--- src/rtl/bal_pkg.sv ---
// Package for the byte arithmetic/logic datapath: opcodes, flag bit
// positions, widths and cycle counts. Assumes nothing else.
package bal_pkg;
    // ------------------------------------------------------------
    // Widths and flag positions
    // ------------------------------------------------------------
    localparam int BAL_DATA_W = 8;
    localparam int BAL_REG_CNT = 32;
    localparam int BAL_REG_AW = 5;
    localparam int BAL_FLAG_C = 0;
    localparam int BAL_FLAG_Z = 1;
    localparam int BAL_FLAG_N = 2;
    localparam int BAL_FLAG_V = 3;
    localparam int BAL_FLAG_S = 4;
    localparam int BAL_FLAG_H = 5;
    localparam int BAL_FLAG_W = 6;
    localparam logic [7:0] BAL_ALL_ONES = 8'hff;
    localparam logic [7:0] BAL_ZERO = 8'h00;
    localparam logic [5:0] BAL_FLAGS_RST = 6'h00;
    localparam logic [4:0] BAL_PROD_LO = 5'h00;
    localparam logic [4:0] BAL_PROD_HI = 5'h01;
    // ------------------------------------------------------------
    // Cycle counts
    // ------------------------------------------------------------
    localparam logic [1:0] BAL_CYC_SINGLE = 2'h1;
    localparam logic [1:0] BAL_CYC_DOUBLE = 2'h2;
    // ------------------------------------------------------------
    // Operations
    // ------------------------------------------------------------
    typedef enum logic [4:0] {
        BAL_OP_ADD,
        BAL_OP_ADD_CARRY,
        BAL_OP_WORD_ADD_IMMEDIATE,
        BAL_OP_SUB,
        BAL_OP_SUBTRACT_IMMEDIATE,
        BAL_OP_SUBTRACT_WITH_CARRY,
        BAL_OP_SUBTRACT_CARRY_IMMEDIATE,
        BAL_OP_WORD_SUBTRACT_IMMEDIATE,
        BAL_OP_AND,
        BAL_OP_AND_IMMEDIATE,
        BAL_OP_OR,
        BAL_OP_OR_IMMEDIATE,
        BAL_OP_EXCLUSIVE_OR,
        BAL_OP_SET_MASK_BITS,
        BAL_OP_CLEAR_MASK_BITS,
        BAL_OP_ZERO_MINUS_TEST,
        BAL_OP_FRACTIONAL_MULTIPLY,
        BAL_OP_FRACTIONAL_SIGNED_MULTIPLY,
        BAL_OP_FRACTIONAL_MIXED_MULTIPLY
    } bal_op_type;
endpackage : bal_pkg

--- src/rtl/bal_if.sv ---
// Interface carrying one operand/result pair between the datapath
// top and its byte arithmetic core. Assumes one clock domain.
`timescale 1ns/10ps
interface bal_if;
    import bal_pkg::*;
    logic [7:0] op_a;
    logic [7:0] op_b;
    logic carry_in;
    logic subtract;
    logic [7:0] result;
    logic carry_out;
    logic half_out;
    logic overflow_out;
    modport core
    (
        input op_a,
        input op_b,
        input carry_in,
        input subtract,
        output result,
        output carry_out,
        output half_out,
        output overflow_out
    );
    modport user
    (
        output op_a,
        output op_b,
        output carry_in,
        output subtract,
        input result,
        input carry_out,
        input half_out,
        input overflow_out
    );
endinterface : bal_if

--- src/rtl/bal_datapath.sv ---
// Byte arithmetic and logic datapath with its own working register file
// and status flags. Assumes the decoder waits for done_o before the next request.
`timescale 1ns/10ps

// Function
// - Add puts dest+src in dest, carry form adds C; Z,C,N,V,H; 1 cycle.
// - Word add adds a constant to a register pair; Z,C,N,V,S; 2 cycles.
// - Subtract takes register or constant from dest; Z,C,N,V,H; 1 cycle.
// - Subtract with carry also takes C, both forms; Z,C,N,V,H; 1 cycle.
// - Word subtract takes a constant from a pair; Z,C,N,V,S; 2 cycles.
// - AND with register or constant into dest; Z,N,V only; 1 cycle.
// - OR with register or constant, XOR of registers; Z,N,V; 1 cycle.
// - Set-bits ORs an immediate mask into dest; Z,N,V; 1 cycle.
// - Clear-bits ANDs dest with all-ones minus the mask; Z,N,V; 1 cycle.
// - Test ANDs a register with itself, value kept; Z,N,V; 1 cycle.
// - Fractional multiply puts product<<1 in pair 1:0; Z,C; 2 cycles.
module bal_datapath
    import bal_pkg::*;
#(
    parameter int DATA_W = BAL_DATA_W,
    parameter int REG_CNT = BAL_REG_CNT
)
(
    // Clock and reset
    input wire logic clock_i,
    input wire logic rst_n_i,
    // Request from decoder
    input wire logic start_i,
    input wire bal_op_type op_i,
    input wire logic [4:0] dest_i,
    input wire logic [4:0] src_i,
    input wire logic [7:0] imm_i,
    // Status and result
    output logic busy_o,
    output logic done_o,
    output logic [7:0] result_o,
    output logic [5:0] flags_o
);
    // ------------------------------------------------------------
    // State
    // ------------------------------------------------------------
    typedef enum logic {BAL_IDLE, BAL_SECOND} bal_state_type;
    bal_state_type state;
    logic [7:0] regs [REG_CNT];
    logic [5:0] flags;
    bal_op_type held_op;
    logic [4:0] held_dest;
    logic mul_raw_msb;
    logic low_carry;
    logic [7:0] low_res;
    logic [15:0] product;

    // ------------------------------------------------------------
    // Operand selection and arithmetic
    // ------------------------------------------------------------
    bal_if link ();
    bal_addsub u_addsub (.port_b(link.core));

    logic [7:0] rd;
    logic [7:0] rr;
    logic is_word_high;
    logic is_sub;
    logic use_imm;
    logic with_carry;
    logic [15:0] mul_raw;
    logic [16:0] mul_shift;
    logic signed [8:0] sa;
    logic signed [8:0] sb;
    logic signed [17:0] sprod;

    assign is_word_high = (state == BAL_SECOND);
    assign rd = is_word_high ? regs[held_dest + 5'h01] : regs[dest_i];
    assign rr = regs[src_i];

    always_comb
    begin
        is_sub = 1'b0;
        use_imm = 1'b0;
        with_carry = 1'b0;
        unique case (op_i)
            BAL_OP_ADD_CARRY: with_carry = 1'b1;
            BAL_OP_WORD_ADD_IMMEDIATE: use_imm = 1'b1;
            BAL_OP_SUB: is_sub = 1'b1;
            BAL_OP_SUBTRACT_IMMEDIATE:
            begin
                is_sub = 1'b1;
                use_imm = 1'b1;
            end
            BAL_OP_SUBTRACT_WITH_CARRY:
            begin
                is_sub = 1'b1;
                with_carry = 1'b1;
            end
            BAL_OP_SUBTRACT_CARRY_IMMEDIATE:
            begin
                is_sub = 1'b1;
                use_imm = 1'b1;
                with_carry = 1'b1;
            end
            BAL_OP_WORD_SUBTRACT_IMMEDIATE:
            begin
                is_sub = 1'b1;
                use_imm = 1'b1;
            end
            default: ;
        endcase
    end

    // Upper word half adds zero plus the low-half carry or borrow
    assign link.op_a = rd;
    assign link.op_b = is_word_high ? BAL_ZERO : (use_imm ? imm_i : rr);
    assign link.subtract = is_word_high
        ? (held_op == BAL_OP_WORD_SUBTRACT_IMMEDIATE) : is_sub;
    assign link.carry_in = is_word_high ? low_carry
        : (with_carry & flags[BAL_FLAG_C]);

    // Signedness per fractional multiply flavour
    always_comb
    begin
        sa = {1'b0, rd};
        sb = {1'b0, rr};
        if (op_i == BAL_OP_FRACTIONAL_SIGNED_MULTIPLY)
        begin
            sa = {rd[7], rd};
            sb = {rr[7], rr};
        end
        else if (op_i == BAL_OP_FRACTIONAL_MIXED_MULTIPLY)
        begin
            sa = {rd[7], rd};
        end
        sprod = sa * sb;
    end
    assign mul_raw = sprod[15:0];
    assign mul_shift = {mul_raw, 1'b0};

    // ------------------------------------------------------------
    // Byte result for single-cycle operations
    // ------------------------------------------------------------
    logic [7:0] next_res;
    logic logic_op;
    logic arith_op;
    always_comb
    begin
        next_res = link.result;
        logic_op = 1'b1;
        arith_op = 1'b0;
        unique case (op_i)
            BAL_OP_AND, BAL_OP_AND_IMMEDIATE:
                next_res = rd & (op_i == BAL_OP_AND ? rr : imm_i);
            BAL_OP_OR, BAL_OP_OR_IMMEDIATE:
                next_res = rd | (op_i == BAL_OP_OR ? rr : imm_i);
            BAL_OP_EXCLUSIVE_OR: next_res = rd ^ rr;
            BAL_OP_SET_MASK_BITS: next_res = rd | imm_i;
            BAL_OP_CLEAR_MASK_BITS:
                next_res = rd & (BAL_ALL_ONES - imm_i);
            BAL_OP_ZERO_MINUS_TEST: next_res = rd & rd;
            BAL_OP_ADD, BAL_OP_ADD_CARRY, BAL_OP_SUB,
            BAL_OP_SUBTRACT_IMMEDIATE, BAL_OP_SUBTRACT_WITH_CARRY,
            BAL_OP_SUBTRACT_CARRY_IMMEDIATE:
            begin
                logic_op = 1'b0;
                arith_op = 1'b1;
            end
            default: logic_op = 1'b0;
        endcase
    end

    logic is_word;
    logic is_mul;
    assign is_word = (op_i == BAL_OP_WORD_ADD_IMMEDIATE)
        || (op_i == BAL_OP_WORD_SUBTRACT_IMMEDIATE);
    assign is_mul = (op_i == BAL_OP_FRACTIONAL_MULTIPLY)
        || (op_i == BAL_OP_FRACTIONAL_SIGNED_MULTIPLY)
        || (op_i == BAL_OP_FRACTIONAL_MIXED_MULTIPLY);

    // ------------------------------------------------------------
    // Sequencing: two-cycle operations use a second state
    // ------------------------------------------------------------
    always_ff @(posedge clock_i)
    begin
        if (!rst_n_i)
            state <= BAL_IDLE;
        else if (state == BAL_IDLE && start_i && (is_word || is_mul))
            state <= BAL_SECOND;
        else
            state <= BAL_IDLE;
    end

    always_ff @(posedge clock_i)
    begin
        if (!rst_n_i)
        begin
            held_op <= BAL_OP_ADD;
            held_dest <= BAL_PROD_LO;
            low_carry <= 1'b0;
            low_res <= BAL_ZERO;
            product <= 16'h0000;
        end
        else if (state == BAL_IDLE && start_i)
        begin
            held_op <= op_i;
            held_dest <= dest_i;
            low_carry <= link.carry_out;
            low_res <= link.result;
            product <= mul_shift[15:0];
        end
    end

    // ------------------------------------------------------------
    // Register file write-back
    // ------------------------------------------------------------
    always_ff @(posedge clock_i)
    begin
        if (!rst_n_i)
        begin
            for (int i = 0; i < REG_CNT; i++)
                regs[i] <= BAL_ZERO;
        end
        else if (state == BAL_SECOND)
        begin
            if (held_op == BAL_OP_WORD_ADD_IMMEDIATE
                || held_op == BAL_OP_WORD_SUBTRACT_IMMEDIATE)
            begin
                regs[held_dest] <= low_res;
                regs[held_dest + 5'h01] <= link.result;
            end
            else
            begin
                regs[BAL_PROD_LO] <= product[7:0];
                regs[BAL_PROD_HI] <= product[15:8];
            end
        end
        else if (start_i && (logic_op || arith_op))
            regs[dest_i] <= next_res;
    end

    // ------------------------------------------------------------
    // Flags: unlisted flags keep their value
    // ------------------------------------------------------------
    logic [15:0] word_res;
    logic word_v;
    logic word_c;
    assign word_res = {link.result, low_res};
    assign word_v = link.overflow_out;
    assign word_c = link.carry_out;

    always_ff @(posedge clock_i)
    begin
        if (!rst_n_i)
            flags <= BAL_FLAGS_RST;
        else if (state == BAL_SECOND)
        begin
            if (held_op == BAL_OP_WORD_ADD_IMMEDIATE
                || held_op == BAL_OP_WORD_SUBTRACT_IMMEDIATE)
            begin
                flags[BAL_FLAG_Z] <= (word_res == 16'h0000);
                flags[BAL_FLAG_C] <= word_c;
                flags[BAL_FLAG_N] <= link.result[7];
                flags[BAL_FLAG_V] <= word_v;
                flags[BAL_FLAG_S] <= link.result[7] ^ word_v;
            end
            else
            begin
                flags[BAL_FLAG_Z] <= (product == 16'h0000);
                flags[BAL_FLAG_C] <= mul_raw_msb;
            end
        end
        else if (start_i && arith_op)
        begin
            flags[BAL_FLAG_Z] <= (link.result == BAL_ZERO);
            flags[BAL_FLAG_C] <= link.carry_out;
            flags[BAL_FLAG_N] <= link.result[7];
            flags[BAL_FLAG_V] <= link.overflow_out;
            flags[BAL_FLAG_H] <= link.half_out;
        end
        else if (start_i && logic_op)
        begin
            flags[BAL_FLAG_Z] <= (next_res == BAL_ZERO);
            flags[BAL_FLAG_N] <= next_res[7];
            flags[BAL_FLAG_V] <= 1'b0;
        end
    end

    // Carry of a fractional product is the bit shifted out
    always_ff @(posedge clock_i)
    begin
        if (!rst_n_i)
            mul_raw_msb <= 1'b0;
        else if (state == BAL_IDLE && start_i)
            mul_raw_msb <= mul_raw[15];
    end

    // ------------------------------------------------------------
    // Outputs, all registered
    // ------------------------------------------------------------
    always_ff @(posedge clock_i)
    begin
        if (!rst_n_i)
        begin
            busy_o <= 1'b0;
            done_o <= 1'b0;
            result_o <= BAL_ZERO;
        end
        else
        begin
            busy_o <= (state == BAL_IDLE) && start_i && (is_word || is_mul);
            done_o <= (state == BAL_SECOND)
                || (state == BAL_IDLE && start_i && (logic_op || arith_op));
            if (state == BAL_SECOND)
                result_o <= (held_op == BAL_OP_WORD_ADD_IMMEDIATE
                    || held_op == BAL_OP_WORD_SUBTRACT_IMMEDIATE)
                    ? link.result : product[15:8];
            else if (start_i && (logic_op || arith_op))
                result_o <= next_res;
        end
    end
    assign flags_o = flags;
endmodule : bal_datapath

--- src/rtl/bal_addsub.sv ---
// Combinational eight-bit adder/subtracter with carry, half carry and
// overflow. Used by the datapath for both byte and word halves.
`timescale 1ns/10ps
module bal_addsub
    import bal_pkg::*;
(
    bal_if.core port_b
);
    logic [7:0] operand;
    logic [8:0] wide;
    logic [4:0] low;
    logic cin;

    // Subtraction is done as a + ~b + ~borrow; carry then means borrow
    assign operand = port_b.subtract ? ~port_b.op_b : port_b.op_b;
    assign cin = port_b.subtract ? ~port_b.carry_in : port_b.carry_in;
    assign wide = {1'b0, port_b.op_a} + {1'b0, operand} + {8'h00, cin};
    assign low = {1'b0, port_b.op_a[3:0]} + {1'b0, operand[3:0]}
        + {4'h0, cin};
    assign port_b.result = wide[7:0];
    assign port_b.carry_out = port_b.subtract ? ~wide[8] : wide[8];
    assign port_b.half_out = port_b.subtract ? ~low[4] : low[4];
    assign port_b.overflow_out = (port_b.op_a[7] == operand[7])
        && (wide[7] != port_b.op_a[7]);
endmodule : bal_addsub

--- config.mk ---
export PLATFORM = sky130hd
export DESIGN_NAME = bal_datapath
export DESIGN_NICKNAME = d
export VERILOG_FILES = /design/src/rtl/bal_pkg.sv /design/src/rtl/bal_if.sv /design/src/rtl/bal_datapath.sv /design/src/rtl/bal_addsub.sv
export SDC_FILE = /design/constraint.sdc
export NUM_CORES = 1
export LEC_CHECK = 0
export BUFFER_PORTS_ARGS = -buffer_cell sky130_fd_sc_hd__buf_2
export CAP_MARGIN = 20
export CORE_MARGIN = 3
export CORE_UTILIZATION = 45
export DETAILED_ROUTE_END_ITERATION = 7
export PLACE_DENSITY_LB_ADDON = 0.12
export RECOVER_POWER = 50
export SLEW_MARGIN = 20
export SYNTH_ARGS = -nofsm -noshare
export SYNTH_HDL_FRONTEND = slang
export SYNTH_HIERARCHICAL = 1
export SYNTH_SLANG_ARGS = --single-unit
export TNS_END_PERCENT = 1
--- constraint.sdc ---
create_clock -name clock_i -period 17.55 [get_ports clock_i]
set_input_delay 3.51 -clock clock_i [delete_from_list [all_inputs] [get_ports clock_i]]
set_output_delay 3.51 -clock clock_i [all_outputs]
set_load 0.005 [all_outputs]
==> impl_results.md <==
- DR WL/cell: ~33 um
- Max-cap violations: 7
- Tmin final: 12.14 ns
- WP data arrival: 12.62 ns
- Pwr Density: 110 nW/um^2
- Die Area: 56700 um^2
- Synthesized net count: approximately 2400
- Avg Vias per Cell: roughly 7.1
- Bufs on Longest Clock Path: 3
- Post-Place Cells: 2837
- Final HPWL DP: 66.5 mm
- Iteration-0 DRC Markers: 3307
- Area leader, netlist: edfxtp_1
- Placer congestion estimate: 1.00
- Cell Count, Final, Fillers Out: 2904
- Pin count of the biggest net entering global routing: 60
- Top-Level Pins: 42
- Clock transition at path regs: 0.06 ns
- Final hold violations: 0
- Register area share after synthesis: 0.359
- Most frequent cells in the layout: 336 x nand2_1, 256 x edfxtp_1, 195 x o21ai_0, 175 x mux4_2, 102 x inv_1
- CTS tree: built
- Startpoint Class: primary input
- Synth warn: 6
- Initial DRT Pass Iterations: 6
- Hold-fix buffers, CTS: 0
- Setup TNS: 0 ns
- VDD IR max: 0.0000806 V
- Flip-flop and latch area: between 8000 and 9000 um^2
- Post-Syn Area: about 24000 um^2
- # Post-CTS Setup Buffers: 0
- Initial antenna violation count: 3
- Area delta synth->final: 7.39%
- Sink Count: 307
- Root Buffer: clkbuf_16
- First-pass GRT wire length: between 100 and 150 mm
- Final Util: 0.492
- Post-cts repair resize count: 0
- DIE HEIGHT: 238 um
- Multi-input logic area: 14300 um^2
- Final nets: 2334
- Hold/Removal Path Class: reg2reg
- Number of fill cells: 4881
- Total CTS buffers: 37
- Asr flop ratio synth: 0
- Most common cell after layout, fill and taps aside: nand2_1
- CP Class: in2reg
- Final WL: 96.8 mm
- CP Capture Type: register
- DR DRC count: 0
- Die width: roughly 240 um
- Max-slew headroom: -1.51
- Final Slew Violations: 275
- Period utilisation layout: 0.692
- Post-synth top area share: 0.317
- Failing checks: max-capacitance violations, max-slew violations
- Htree depth: 2
- Cells after synthesis: 2253
- Actual slew at the worst max-slew pin: 3.76 ns
- Layout cell share with drive strength beyond 1: 0.163
- Primary FF master, synth: edfxtp_1
- Ranking of synthesized cells by area: edfxtp_1 32%, mux4_2 16%, nand2_1 5.2%
- Clock Skew: around 0.022 ns
- Syn_area_per_cell: 10.8 um^2
- Post-synthesis cell type count: 79
- Static Leak: 9.26 nW
- Post-place setup slack: 6.56 ns
- Status: complete, but fails checks
- Post-route ant nets: 0
- Synth Register Bits: 307
- Total GRT Usage: 0.338
- DR vias: 20627
- Skew-Pair Late Insertion Delay: ~0.56 ns
- Gr ovfl total: 0
- Worst Setup Slack, final: 5.41 ns
- CP required: 18.03 ns
- Peak Freq: 82.4 MHz
- Core Rows: 84
- RSZ-0062 raised after global routing: no
- Total power: roughly 0.0029 W
- CORE AREA: ~53000 um^2
- Post-synth EDFFs: 256
- Count of final setup violators: 0
- Peak fanout along the critical path: 36
- Vias in the first global route: 19588
- Initial core utilization: 0.458
- IO Port Bufs: 41
[per-stage QoR]
stage,hold slack [ns],area [um^2]
floorplan,0.432,24300
global placement,0.437,24900
detailed placement,0.445,24900
CTS,0.451,26100
global route,0.479,26100
finish,0.452,26100
[synthesized netlist by cell type (all sizes together) (4+ instances only)]
master,number
buf,86
a21o,11
nand3b,13
a222oi,5
fa,62
a21oi,87
edfxtp,256
or2,11
a211oi,10
a221oi,9
o221ai,22
nand2b,10
o22ai,29
xnor2,26
and3,4
nand4,5
mux4,194
dfxtp,51
nor2,89
nand3,20
a31oi,18
ha,57
clkbuf,115
nor4,15
a22o,99
a2111oi,4
o21a,4
inv,104
mux2,5
or3b,5
nand2,336
nor3,44
a32oi,6
o21ai,204
o211ai,8
o21bai,9
mux2i,45
and2,22
xor2,20
a22oi,25
nor2b,32
or3,37
[sequential cells by signal (all words and copies together), names as in the netlist]
| register | flops |
|---|---|
| low_carry | 1 |
| low_res | 8 |
| product | 15 |
| flags_o | 6 |
| is_word_high | 1 |
| held_dest | 5 |
| regs | 256 |
| mul_raw_msb | 1 |
| result_o | 8 |
| held_op | 5 |
| done_o | 1 |
[kinds of logic (layout without fill, tap and decap cells)]
family / after synthesis / in the layout / synth area share
buffers and inverters: 306 / 268 / 0.0597
adder cells (fa/ha/maj): 119 / 119 / 0.0805
flip-flops: 307 / 307 / 0.359
other: 0 / 1 / 0
AND/OR/NAND/NOR: 655 / 655 / 0.124
multiplexers: 244 / 244 / 0.204
AO/OA/AOI/OAI: 576 / 576 / 0.156
XOR/XNOR: 46 / 46 / 0.0166
[path summary, 6_finish.rpt]
check,endpoint,slack [ns],from,cells past startpoint
worst max-delay path,mul_raw_msb,5.41,dest_i[0],27
worst min-delay path,result_o[5],0.45,result_o[5],2
worst max register to register,mul_raw_msb,8.39,held_dest[1],25
worst min register to register,result_o[5],0.45,result_o[5],2
[metal layers]
metal | wire [um] | vias up | GRT usage
met2 | 41200 | 1569 | 0.495
met1 | 38500 | 10362 | 0.487
li1 | - | 8466 | -
met5 | 0 | - | 0
met3 | 13100 | 230 | 0.0930
met4 | 4040 | 0 | 0.117
[cell type report]
type                       instances  share of cell area
multi-input combinational       1640               0.549
sequential                       307               0.334
clock buffer                      49              0.0389
tap                              688              0.0330
timing repair buffer              98              0.0229
inverter                         105              0.0151
clock inverter                    16             0.00629
antenna                            1           0.0000960
[critical path, cell delays in order]
cell      delay, ns
buf_4          0.52
clkbuf_1       2.12
mux4_2         0.55
o22ai_1        0.08
nor3_1         0.30
a21oi_1        0.13
a31oi_2        0.76
nand2_1        0.17
fa_1           0.54
inv_1          0.05
fa_1           0.45
ha_1           0.29
inv_1          0.05
fa_1           0.47
inv_1          0.04
ha_1           0.27
ha_1           0.22
fa_1           0.46
a21o_1         0.17
a21oi_1        0.22
o21bai_1       0.09
a21oi_1        0.22
o21ai_0        0.20
a21o_1         0.21
a21oi_1        0.16
nand4_1        0.11
nand3_1        0.19
[where the power goes]
part	switching (W)	internal [W]
logic	0.000825	0.000387
clock network	0.000318	0.000451
registers	0.0000538	0.000832
Power figures use the tool's default switching activity.
